### config.mk
export PLATFORM = sky130hd
export DESIGN_NAME = isp_top
export DESIGN_NICKNAME = d
export VERILOG_FILES = /design/src/logic/isp_pkg.sv /design/src/logic/isp_fifo.sv /design/src/logic/isp_top.sv
export SDC_FILE = /design/constraint.sdc
export NUM_CORES = 1
export LEC_CHECK = 0
export BUFFER_PORTS_ARGS = -buffer_cell sky130_fd_sc_hd__buf_2
export CAP_MARGIN = 20
export CELL_PAD_IN_SITES_DETAIL_PLACEMENT = 1
export CELL_PAD_IN_SITES_GLOBAL_PLACEMENT = 1
export CORE_ASPECT_RATIO = 0.8
export CORE_MARGIN = 2
export CORE_UTILIZATION = 35
export CTS_BUF_LIST = sky130_fd_sc_hd__clkbuf_16
export CTS_CLUSTER_DIAMETER = 50
export DETAILED_ROUTE_END_ITERATION = 7
export GPL_ROUTABILITY_DRIVEN = 0
export PLACE_DENSITY = 0.53
export SLEW_MARGIN = 20
export SYNTH_ARGS = -nofsm -noshare
export SYNTH_HDL_FRONTEND = slang
export SYNTH_HIERARCHICAL = 1
export SYNTH_SLANG_ARGS = --single-unit
### constraint.sdc
create_clock -name i_clock -period 3.8 [get_ports i_clock]
set_clock_uncertainty 0.2 [all_clocks]
set_input_delay 0.76 -clock i_clock [delete_from_list [all_inputs] [get_ports i_clock]]
set_output_delay 0.76 -clock i_clock [all_outputs]
set_load 0.05 [all_outputs]
### src/logic/isp_pkg.sv
// shared constants and types for the two-wire register target port
`default_nettype none

package isp_pkg;

    ////////////////////////////////////////////////////////////////////////////////
    // clock and bus rates
    localparam int unsigned CLOCK_HZ     = 100_000_000;
    localparam int unsigned FAST_MODE_HZ = 400_000;
    // system cycles per fast-mode bit, the tightest case to sample
    localparam int unsigned BIT_CYCLES   = CLOCK_HZ / FAST_MODE_HZ;

    ////////////////////////////////////////////////////////////////////////////////
    // address and framing
    localparam logic [5:0] TARGET_ADDR_HIGH = 6'h0c;
    localparam logic [3:0] BYTE_BITS        = 4'h8;
    localparam logic [3:0] MSB_INDEX        = 4'h7;
    localparam int unsigned REG_ADDR_W      = 7;
    localparam int unsigned INC_BIT         = 7;
    localparam logic        RW_READ         = 1'b1;
    localparam logic [6:0]  PTR_STEP        = 7'h01;
    localparam int unsigned FIFO_DEPTH      = 16;

    ////////////////////////////////////////////////////////////////////////////////
    // types
    typedef enum logic [3:0] {
        ST_IDLE      = 4'h0,
        ST_ADDR      = 4'h1,
        ST_ADDR_ACK  = 4'h2,
        ST_PTR       = 4'h3,
        ST_PTR_ACK   = 4'h4,
        ST_WDATA     = 4'h5,
        ST_WDATA_ACK = 4'h6,
        ST_RDATA     = 4'h7,
        ST_RACK      = 4'h8
    } isp_state_t;

    typedef struct packed {
        logic cs;
        logic scl;
        logic sda;
        logic sa0;
    } isp_pads_t;

    localparam isp_pads_t PADS_IDLE = '{cs: 1'b1, scl: 1'b1, sda: 1'b1, sa0: 1'b0};

    typedef struct packed {
        logic [REG_ADDR_W-1:0] addr;
        logic [7:0]            data;
    } isp_write_t;

    localparam int unsigned WRITE_W = $bits(isp_write_t);

endpackage

`default_nettype wire

### src/logic/isp_fifo.sv
// write-word fifo with registered output stage
`timescale 1ns/1ps
`default_nettype none

module isp_fifo #(
    parameter int unsigned WIDTH = 15,
    parameter int unsigned DEPTH = 16
) (
    // clock and reset
    input  wire logic             i_clock,
    input  wire logic             i_rstn,
    // fill side
    input  wire logic             i_valid,
    input  wire logic [WIDTH-1:0] i_data,
    output var  logic             o_ready,
    // drain side
    output var  logic             o_valid,
    output var  logic [WIDTH-1:0] o_data,
    input  wire logic             i_ready
);

    localparam int unsigned AW = $clog2(DEPTH);

    typedef struct packed {
        logic [AW-1:0] wptr;
        logic [AW-1:0] rptr;
        logic [AW:0]   count;
        logic          out_valid;
        logic [WIDTH-1:0] out_data;
    } isp_fifo_state_t;

    isp_fifo_state_t  r_reg;
    isp_fifo_state_t  r_next;
    logic [WIDTH-1:0] mem_reg [DEPTH];
    logic             push;
    logic             load;

    ////////////////////////////////////////////////////////////////////////////////
    // flow
    assign o_ready = r_reg.count != (AW+1)'(DEPTH);
    assign o_valid = r_reg.out_valid;
    assign o_data  = r_reg.out_data;
    assign push    = i_valid && o_ready;
    // output stage refills as soon as it empties or is taken
    assign load    = (r_reg.count != '0) && (!r_reg.out_valid || i_ready);

    always_comb
    begin
        r_next = r_reg;
        if (push)
        begin
            r_next.wptr = r_reg.wptr + AW'(1);
        end
        if (load)
        begin
            r_next.rptr      = r_reg.rptr + AW'(1);
            r_next.out_data  = mem_reg[r_reg.rptr];
            r_next.out_valid = 1'b1;
        end
        else if (r_reg.out_valid && i_ready)
        begin
            r_next.out_valid = 1'b0;
        end
        r_next.count = r_reg.count + (AW+1)'(push) - (AW+1)'(load);
    end

    always_ff @(posedge i_clock)
    begin
        if (push)
        begin
            mem_reg[r_reg.wptr] <= i_data;
        end
    end

    always_ff @(posedge i_clock or negedge i_rstn)
    begin
        if (!i_rstn)
        begin
            r_reg <= '0;
        end
        else
        begin
            r_reg <= r_next;
        end
    end

endmodule

`default_nettype wire

### src/logic/isp_top.sv
// two-wire register target port with shared serial pads
`timescale 1ns/1ps
`default_nettype none

module isp_top
    import isp_pkg::*;
#(
    parameter int unsigned DEPTH = FIFO_DEPTH
) (
    // clock and reset
    input  wire logic                  i_clock,
    input  wire logic                  i_rstn,
    // shared pads
    input  wire logic                  i_cs_pad,
    input  wire logic                  i_scl_pad,
    input  wire logic                  i_sda_pad,
    output var  logic                  o_sda_out,
    output var  logic                  o_sda_oen,
    input  wire logic                  i_sa0_pad,
    output var  logic                  o_sdo_out,
    output var  logic                  o_sdo_oen,
    // mode
    input  wire logic                  i_three_wire_select,
    output var  logic                  o_i2c_mode,
    output var  logic                  o_bus_busy,
    // serial peripheral engine side
    output var  logic                  o_spi_clk,
    output var  logic                  o_spi_din,
    input  wire logic                  i_spi_dout,
    input  wire logic                  i_spi_drive,
    // register read port
    output var  logic                  o_rd_req,
    output var  logic [REG_ADDR_W-1:0] o_rd_addr,
    input  wire logic [7:0]            i_rd_data,
    // register write stream
    output var  logic                  o_wr_valid,
    output var  logic [REG_ADDR_W-1:0] o_wr_addr,
    output var  logic [7:0]            o_wr_data,
    input  wire logic                  i_wr_ready
);

    typedef struct packed {
        isp_state_t            st;
        logic [3:0]            bitcnt;
        logic [7:0]            shreg;
        logic [REG_ADDR_W-1:0] ptr;
        logic                  inc;
        logic                  rw;
        logic                  acked;
        logic [7:0]            tx;
        logic [7:0]            rdbuf;
        logic                  rd_req;
        logic                  rd_pend;
        logic                  sda_low;
        logic                  busy;
        logic                  push;
        isp_write_t            word;
        isp_pads_t             sync1;
        isp_pads_t             sync2;
        isp_pads_t             prev;
        logic                  i2c_mode;
        logic                  sda_out;
        logic                  sda_oen;
        logic                  sdo_out;
        logic                  sdo_oen;
        logic                  spi_clk;
        logic                  spi_din;
    } isp_core_t;

    isp_core_t  r_reg;
    isp_core_t  r_next;
    logic       scl_rise;
    logic       scl_fall;
    logic       start;
    logic       stop;
    logic       quiet;
    logic       byte_done;
    logic       addr_match;
    logic       tx_bit;
    logic       fifo_ready;
    isp_write_t fifo_word;

    ////////////////////////////////////////////////////////////////////////////////
    // bus events from the second sync stage
    // two-stage sampling leaves ample margin
    assign scl_rise   = r_reg.sync2.scl && !r_reg.prev.scl;
    assign scl_fall   = !r_reg.sync2.scl && r_reg.prev.scl;
    assign start      = r_reg.sync2.scl && r_reg.prev.scl && r_reg.prev.sda && !r_reg.sync2.sda;
    assign stop       = r_reg.sync2.scl && r_reg.prev.scl && !r_reg.prev.sda && r_reg.sync2.sda;
    assign quiet      = r_reg.i2c_mode && !start && !stop;
    assign byte_done  = r_reg.bitcnt == BYTE_BITS;
    assign addr_match = r_reg.shreg[7:1] == {TARGET_ADDR_HIGH, r_reg.sync2.sa0};
    assign tx_bit     = r_reg.tx[3'(MSB_INDEX - r_reg.bitcnt)];

    ////////////////////////////////////////////////////////////////////////////////
    // next state
    always_comb
    begin
        r_next         = r_reg;
        r_next.sync1   = '{cs: i_cs_pad, scl: i_scl_pad, sda: i_sda_pad, sa0: i_sa0_pad};
        r_next.sync2   = r_reg.sync1;
        r_next.prev    = r_reg.sync2;
        r_next.i2c_mode = r_reg.sync2.cs;
        r_next.rd_req  = 1'b0;
        r_next.push    = 1'b0;
        r_next.rd_pend = r_reg.rd_req;
        if (r_reg.rd_pend)
        begin
            r_next.rdbuf = i_rd_data;
        end
        if (!r_reg.i2c_mode)
        begin
            r_next.st      = ST_IDLE;
            r_next.busy    = 1'b0;
            r_next.sda_low = 1'b0;
        end
        // start or repeated start, pointer kept
        else if (start)
        begin
            r_next.st      = ST_ADDR;
            r_next.bitcnt  = '0;
            r_next.busy    = 1'b1;
            r_next.sda_low = 1'b0;
        end
        else if (stop)
        begin
            r_next.st      = ST_IDLE;
            r_next.busy    = 1'b0;
            r_next.sda_low = 1'b0;
        end
        else if (scl_rise)
        begin
            case (r_reg.st)
                ST_ADDR, ST_PTR, ST_WDATA:
                begin
                    r_next.shreg  = {r_reg.shreg[6:0], r_reg.sync2.sda};
                    r_next.bitcnt = r_reg.bitcnt + 4'h1;
                end
                ST_RDATA:
                begin
                    r_next.bitcnt = r_reg.bitcnt + 4'h1;
                end
                ST_RACK:
                begin
                    r_next.acked = !r_reg.sync2.sda;
                end
                default:
                begin
                end
            endcase
        end
        else if (scl_fall)
        begin
            case (r_reg.st)
                ST_ADDR:
                begin
                    if (byte_done)
                    begin
                        if (addr_match)
                        begin
                            r_next.st      = ST_ADDR_ACK;
                            r_next.sda_low = 1'b1;
                            r_next.rw      = r_reg.shreg[0];
                            r_next.rd_req  = r_reg.shreg[0] == RW_READ;
                        end
                        // leave line high, stay busy till stop
                        else
                        begin
                            r_next.st = ST_IDLE;
                        end
                    end
                end
                ST_ADDR_ACK:
                begin
                    r_next.bitcnt = '0;
                    // read direction goes straight to data
                    if (r_reg.rw == RW_READ)
                    begin
                        r_next.st      = ST_RDATA;
                        r_next.tx      = r_reg.rdbuf;
                        r_next.sda_low = !r_reg.rdbuf[7];
                    end
                    else
                    begin
                        r_next.st      = ST_PTR;
                        r_next.sda_low = 1'b0;
                    end
                end
                ST_PTR:
                begin
                    if (byte_done)
                    begin
                        r_next.st      = ST_PTR_ACK;
                        r_next.sda_low = 1'b1;
                        r_next.ptr     = r_reg.shreg[REG_ADDR_W-1:0];
                        r_next.inc     = r_reg.shreg[INC_BIT];
                    end
                end
                ST_PTR_ACK, ST_WDATA_ACK:
                begin
                    r_next.st      = ST_WDATA;
                    r_next.sda_low = 1'b0;
                    r_next.bitcnt  = '0;
                    if (r_reg.st == ST_WDATA_ACK && r_reg.inc)
                    begin
                        r_next.ptr = r_reg.ptr + PTR_STEP;
                    end
                end
                ST_WDATA:
                begin
                    if (byte_done)
                    begin
                        // ack only what the fifo can hold
                        if (fifo_ready)
                        begin
                            r_next.st      = ST_WDATA_ACK;
                            r_next.sda_low = 1'b1;
                            r_next.push    = 1'b1;
                            r_next.word    = '{addr: r_reg.ptr, data: r_reg.shreg};
                        end
                        else
                        begin
                            r_next.st = ST_IDLE;
                        end
                    end
                end
                ST_RDATA:
                begin
                    if (byte_done)
                    begin
                        r_next.st      = ST_RACK;
                        r_next.sda_low = 1'b0;
                        r_next.rd_req  = 1'b1;
                        if (r_reg.inc)
                        begin
                            r_next.ptr = r_reg.ptr + PTR_STEP;
                        end
                    end
                    else
                    begin
                        r_next.sda_low = !tx_bit;
                    end
                end
                ST_RACK:
                begin
                    if (r_reg.acked)
                    begin
                        r_next.st      = ST_RDATA;
                        r_next.bitcnt  = '0;
                        r_next.tx      = r_reg.rdbuf;
                        r_next.sda_low = !r_reg.rdbuf[7];
                    end
                    else
                    begin
                        r_next.st = ST_IDLE;
                    end
                end
                default:
                begin
                    r_next.st = ST_IDLE;
                end
            endcase
        end
        // pad roles follow the active protocol
        r_next.spi_clk = r_reg.sync2.scl;
        r_next.spi_din = r_reg.sync2.sda;
        if (r_reg.i2c_mode)
        begin
            r_next.sda_out = 1'b0;
            r_next.sda_oen = !r_next.sda_low;
            r_next.sdo_out = 1'b0;
            r_next.sdo_oen = 1'b1;
        end
        // three-wire drives data pad, four-wire the sdo pad
        else
        begin
            r_next.sda_out = i_spi_dout;
            r_next.sda_oen = !(i_spi_drive && i_three_wire_select);
            r_next.sdo_out = i_spi_dout;
            r_next.sdo_oen = !(i_spi_drive && !i_three_wire_select);
        end
    end

    always_ff @(posedge i_clock or negedge i_rstn)
    begin
        if (!i_rstn)
        begin
            r_reg          <= '0;
            r_reg.sync1    <= PADS_IDLE;
            r_reg.sync2    <= PADS_IDLE;
            r_reg.prev     <= PADS_IDLE;
            r_reg.i2c_mode <= 1'b1;
            r_reg.sda_oen  <= 1'b1;
            r_reg.sdo_oen  <= 1'b1;
            r_reg.spi_clk  <= 1'b1;
            r_reg.spi_din  <= 1'b1;
        end
        else
        begin
            r_reg <= r_next;
        end
    end

    ////////////////////////////////////////////////////////////////////////////////
    // write fifo; a full fifo turns into a withheld ack
    isp_fifo #(
        .WIDTH (WRITE_W),
        .DEPTH (DEPTH)
    ) u_fifo (
        .i_clock (i_clock),
        .i_rstn  (i_rstn),
        .i_valid (r_reg.push),
        .i_data  (r_reg.word),
        .o_ready (fifo_ready),
        .o_valid (o_wr_valid),
        .o_data  (fifo_word),
        .i_ready (i_wr_ready)
    );

    assign o_wr_addr  = fifo_word.addr;
    assign o_wr_data  = fifo_word.data;
    assign o_sda_out  = r_reg.sda_out;
    assign o_sda_oen  = r_reg.sda_oen;
    assign o_sdo_out  = r_reg.sdo_out;
    assign o_sdo_oen  = r_reg.sdo_oen;
    assign o_i2c_mode = r_reg.i2c_mode;
    assign o_bus_busy = r_reg.busy;
    assign o_spi_clk  = r_reg.spi_clk;
    assign o_spi_din  = r_reg.spi_din;
    assign o_rd_req   = r_reg.rd_req;
    assign o_rd_addr  = r_reg.ptr;
endmodule

`default_nettype wire

==> report_table.html <==
<table>
<tr><th>Metric</th><th>Value</th></tr>
<tr><th colspan="2">Timing</th></tr>
<tr><td>Tcrit/Tclk final</td><td>0.8048</td></tr>
<tr><td>Number of failing hold endpoints at the final stage</td><td>0</td></tr>
<tr><td>Minimum hold slack</td><td>0.04940 ns</td></tr>
<tr><td>Post-route setup TNS</td><td>0 ns</td></tr>
<tr><td>Unrepaired setup endpoints after global routing</td><td>false</td></tr>
<tr><td>Final setup fails</td><td>0</td></tr>
<tr><td>Final critical-path setup slack</td><td>0.7416 ns</td></tr>
<tr><td>Max-slew violation count</td><td>0</td></tr>
<tr><td>Actual slew at the worst max-slew pin</td><td>0.8159 ns</td></tr>
<tr><td>Fin crit period</td><td>3.058 ns</td></tr>
<tr><td>Maximum operating frequency</td><td>327.0 MHz</td></tr>
<tr><td>Normalized max-slew margin</td><td>0.4561</td></tr>
<tr><th colspan="2">Power</th></tr>
<tr><td>Final Power</td><td>9.951 mW</td></tr>
<tr><td>Ratio of total power to cell area</td><td>612.2 nW/um2</td></tr>
<tr><td>Leakage power</td><td>5.708 nW</td></tr>
<tr><td>Max rail drop VDD</td><td>0.3230 mV</td></tr>
<tr><th colspan="2">Synthesis</th></tr>
<tr><td>Primary flip-flop cell chosen by synthesis mapping</td><td>edfxtp_1</td></tr>
<tr><td>Complex-gate fraction of the synthesized area</td><td>0.04882</td></tr>
<tr><td>Post-synth design cell area</td><td>14100 um2</td></tr>
<tr><td>Portion of netlist area occupied by mux cells</td><td>0.1468</td></tr>
<tr><td>Number of synthesized register bits</td><td>345</td></tr>
<tr><td>Synth Area in XOR/XNOR</td><td>0.008077</td></tr>
<tr><td>Post-synth EDFFs</td><td>240</td></tr>
<tr><td>Synthesized-area fraction occupied by adder cells</td><td>0.01651</td></tr>
<tr><td>Fraction of synthesis flops using an asynchronous set or reset pin</td><td>0.3043</td></tr>
<tr><td>Cells after synthesis</td><td>807</td></tr>
<tr><td>Yosys warnings</td><td>6</td></tr>
<tr><td>Simple-gate portion of the synthesized area</td><td>0.04713</td></tr>
<tr><td>Post-synth cell types</td><td>63</td></tr>
<tr><td>Sequential share of the synthesized area</td><td>0.6986</td></tr>
<tr><td>Net count of the mapped netlist</td><td>843</td></tr>
<tr><td>Dominant combinational cell family by area after synthesis</td><td>multiplexers</td></tr>
<tr><td>Mean post-synth cell area</td><td>17.47 um2</td></tr>
<tr><th colspan="2">Place</th></tr>
<tr><td>Placement Setup Slack</td><td>0.7123 ns</td></tr>
<tr><td>Instance count after placement with tap cells included</td><td>1356</td></tr>
<tr><td>Post-detailed-placement half-perimeter wirelength</td><td>21.03 mm</td></tr>
<tr><td>Count of input and output buffers</td><td>49</td></tr>
<tr><td>Area after DPL</td><td>14900 um2</td></tr>
<tr><th colspan="2">Clocking</th></tr>
<tr><td>Number of sinks handled by clock tree synthesis</td><td>345</td></tr>
<tr><td>Master cell of the clock root buffer</td><td>clkbuf_16</td></tr>
<tr><td>Number of levels in the clock H-tree</td><td>2</td></tr>
<tr><td>Clock tree from TritonCTS</td><td>built</td></tr>
<tr><td>Setup Buffers After CTS</td><td>0</td></tr>
<tr><td>Deepest clock path buffer count</td><td>3</td></tr>
<tr><td>Clk slew on worst S/H paths</td><td>0.06 ns</td></tr>
<tr><td>Quantity of hold-fixing buffers added after cts</td><td>0</td></tr>
<tr><td>Source-to-sink clock delay at the later pin of the worst-skew pair</td><td>0.54 ns</td></tr>
<tr><td>Resized cells post-CTS</td><td>0</td></tr>
<tr><td>CTS buffer count</td><td>39</td></tr>
<tr><th colspan="2">Global routing</th></tr>
<tr><td>Overall overflow remaining after global route</td><td>0</td></tr>
<tr><td>Global router's overall resource usage</td><td>0.1615</td></tr>
<tr><td>Antenna violations before repair</td><td>0</td></tr>
<tr><td>Vias in the first global route</td><td>8063</td></tr>
<tr><td>Pin count of the biggest net entering global routing</td><td>60</td></tr>
<tr><td>Wire length of the first global-routing pass</td><td>51.03 mm</td></tr>
<tr><th colspan="2">Cells and area</th></tr>
<tr><td>Share of final-layout standard cells stronger than drive strength 1</td><td>0.2993</td></tr>
<tr><td>Fill cell count</td><td>3876</td></tr>
<tr><td>Max FFs per register</td><td>240</td></tr>
<tr><td>Post-route insts no fill</td><td>1429</td></tr>
<tr><td>Multi-input gate area in the final layout</td><td>3794 um2</td></tr>
<tr><td>Reg area</td><td>9853 um2</td></tr>
<tr><td>Area growth from synthesis to layout</td><td>15.30%</td></tr>
<tr><td>Highest-count cells in the layout ignoring fill and taps</td><td>edfxtp_1 (240), dfrtp_1 (92), mux4_2 (62)</td></tr>
<tr><td>Final standard cell utilization of the core</td><td>0.4104</td></tr>
<tr><td>Final net count</td><td>897</td></tr>
<tr><td>Most frequent standard cell in the layout excluding fill and tap cells</td><td>edfxtp_1</td></tr>
<tr><td>Post-Layout Inst Area</td><td>16250 um2</td></tr>
<tr><th colspan="2">Floorplan</th></tr>
<tr><td>Number of standard-cell rows in the floorplan</td><td>65</td></tr>
<tr><td>Ports placed on the boundary</td><td>50</td></tr>
<tr><td>Overall die height</td><td>183.5 um</td></tr>
<tr><td>Initial standard-cell utilization of the core</td><td>0.3559</td></tr>
<tr><td>Total core area</td><td>39610 um2</td></tr>
<tr><td>Die width</td><td>228.4 um</td></tr>
<tr><td>Die Outline Area</td><td>41910 um2</td></tr>
<tr><th colspan="2">Route</th></tr>
<tr><td>Routed via count</td><td>7329</td></tr>
<tr><td>Ratio of routed vias to standard cells</td><td>5.129</td></tr>
<tr><td>Wire length per cell</td><td>22.83 um</td></tr>
<tr><td>DRC violation count after routing</td><td>0</td></tr>
<tr><td>Starting DRT DRC Count</td><td>530</td></tr>
<tr><td>Remaining antenna violation count after routing</td><td>0</td></tr>
<tr><td>Final routed wirelength across all metal layers</td><td>32.63 mm</td></tr>
<tr><td>Number of optimization iterations in the first detailed-route pass</td><td>4</td></tr>
<tr><th colspan="2">Worst setup path</th></tr>
<tr><td>Startpoint class of the critical path</td><td>register</td></tr>
<tr><td>Setup CP Type</td><td>reg -&gt; reg</td></tr>
<tr><td>Reg2reg start</td><td>u_fifo/r_reg[19]</td></tr>
<tr><td>Register-to-register path setup slack</td><td>0.74 ns</td></tr>
<tr><td>Cells traversed along the worst timing path</td><td>inv_1 &gt; ha_1 &gt; nand4bb_1 &gt; and2_1 &gt; inv_1 &gt; nor3b_1 &gt; and2_1</td></tr>
<tr><td>Type of element capturing the critical path</td><td>register</td></tr>
<tr><td>Crit path required time</td><td>3.76 ns</td></tr>
<tr><td>Destination of the worst register-to-register timing path</td><td>u_fifo/mem_reg[9][13]</td></tr>
<tr><td>Arrival time reported for the critical path endpoint</td><td>3.02 ns</td></tr>
<tr><td>Cell with the biggest individual delay on the critical path</td><td>and2_1</td></tr>
<tr><td>Maximum fanout along the worst path</td><td>15</td></tr>
<tr><td>Endpoint of the worst setup timing path</td><td>u_fifo/mem_reg[9][13]</td></tr>
<tr><td>Reg2reg path depth</td><td>7</td></tr>
<tr><td>Worst setup startpoint</td><td>u_fifo/r_reg[19]</td></tr>
<tr><td>Largest incremental delay on the critical path</td><td>0.73 ns</td></tr>
<tr><th colspan="2">Run</th></tr>
<tr><td>Max-cap violations</td><td>0</td></tr>
<tr><th colspan="2">Run status</th></tr>
<tr><td>Result of the run</td><td>completed</td></tr>
<tr><th colspan="2">Worst hold path</th></tr>
<tr><td>Worst Hold Class</td><td>in -&gt; async</td></tr>
</table>
==> synthesized netlist by cell type, drive strengths merged (2+ instances only) <==
| cell type | count | area [um2] |
|---|---|---|
| edfxtp | 240 | 7207 |
| dfrtp | 94 | 2352 |
| mux4 | 63 | 1423 |
| mux2 | 42 | 506.7 |
| buf | 41 | 296.5 |
| nand2 | 32 | 120.1 |
| inv | 30 | 112.6 |
| nor2 | 25 | 93.84 |
| a21oi | 19 | 95.09 |
| clkbuf | 19 | 71.32 |
| o22ai | 18 | 112.6 |
| a211oi | 17 | 140.1 |
| ha | 17 | 212.7 |
| a21o | 15 | 112.6 |
| mux2i | 14 | 140.1 |
| dfstp | 11 | 289.0 |
| and2 | 9 | 56.30 |
| nand3 | 9 | 45.04 |
| nand2b | 8 | 50.05 |
| xnor2 | 8 | 70.07 |
| nand3b | 7 | 52.55 |
| nor4 | 6 | 43.79 |
| o21ai | 6 | 30.03 |
| a221oi | 5 | 43.79 |
| xor2 | 5 | 43.79 |
| a31oi | 4 | 25.02 |
| nor2b | 4 | 25.02 |
| nor3b | 4 | 35.03 |
| nand4 | 3 | 18.77 |
| a41oi | 2 | 17.52 |
| and3 | 2 | 12.51 |
| and3b | 2 | 17.52 |
| nor3 | 2 | 10.01 |
| nor4b | 2 | 17.52 |
| o31ai | 2 | 15.01 |
| or2 | 2 | 12.52 |
| or4b | 2 | 20.02 |
==> power breakdown <==
part | total [mW] | internal [mW] | switching [mW]
Sequential | 4.39 | 4.14 | 0.249
Combinational | 1.64 | 0.637 | 1.01
Clock | 3.92 | 2.35 | 1.57
Total | 9.95 | 7.13 | 2.82
==> kinds of logic after synthesis <==
| kind of cell | after synthesis |
|---|---|
| flops | 345 |
| simple gates | 123 |
| mux | 119 |
| compound gates | 99 |
| buf+inv | 90 |
| fa+ha+maj | 18 |
| xor+xnor | 13 |
==> critical path: cells and delay by family (launching register included) <==
kind	cells	cell delay, ns
flops	1	0.38
simple gates	4	1.63
buf+inv	2	0.28
fa+ha+maj	1	0.20
==> final cells by class <==
class | instances | share of cell area
clock inverter | 32 | 0.02186
multi-input combinational | 372 | 0.2334
inverter | 30 | 0.006928
antenna | 1 | 0.0001540
timing repair buffer | 73 | 0.02864
sequential | 345 | 0.6062
clock buffer | 40 | 0.06158
tap | 536 | 0.04126
==> worst min-delay path by stage <==
stage,cells past startpoint,start,slack [ns],to
after floorplan,0,r_next[11],0.13,r_next[7]
after global placement,0,r_next[11],0.14,r_next[7]
after detailed placement,0,r_next[11],0.14,r_next[7]
after CTS,1,i_rstn,0.07,r_reg[37]
after global routing,1,i_rstn,0.1,r_reg[44]
final,1,i_rstn,0.05,r_reg[44]
==> layer usage <==
| metal | share of wire | vias to the layer above | track usage |
|---|---|---|---|
| met3 | 0.055 | 39 | 0.02621 |
| met1 | 0.47 | 3912 | 0.2327 |
| met2 | 0.46 | 148 | 0.2578 |
| met5 | 0 | - | 0 |
| met4 | 0.014 | 0 | 0.03791 |
| li1 | - | 3230 | - |
No activity file was read; power rests on OpenSTA's default activity.
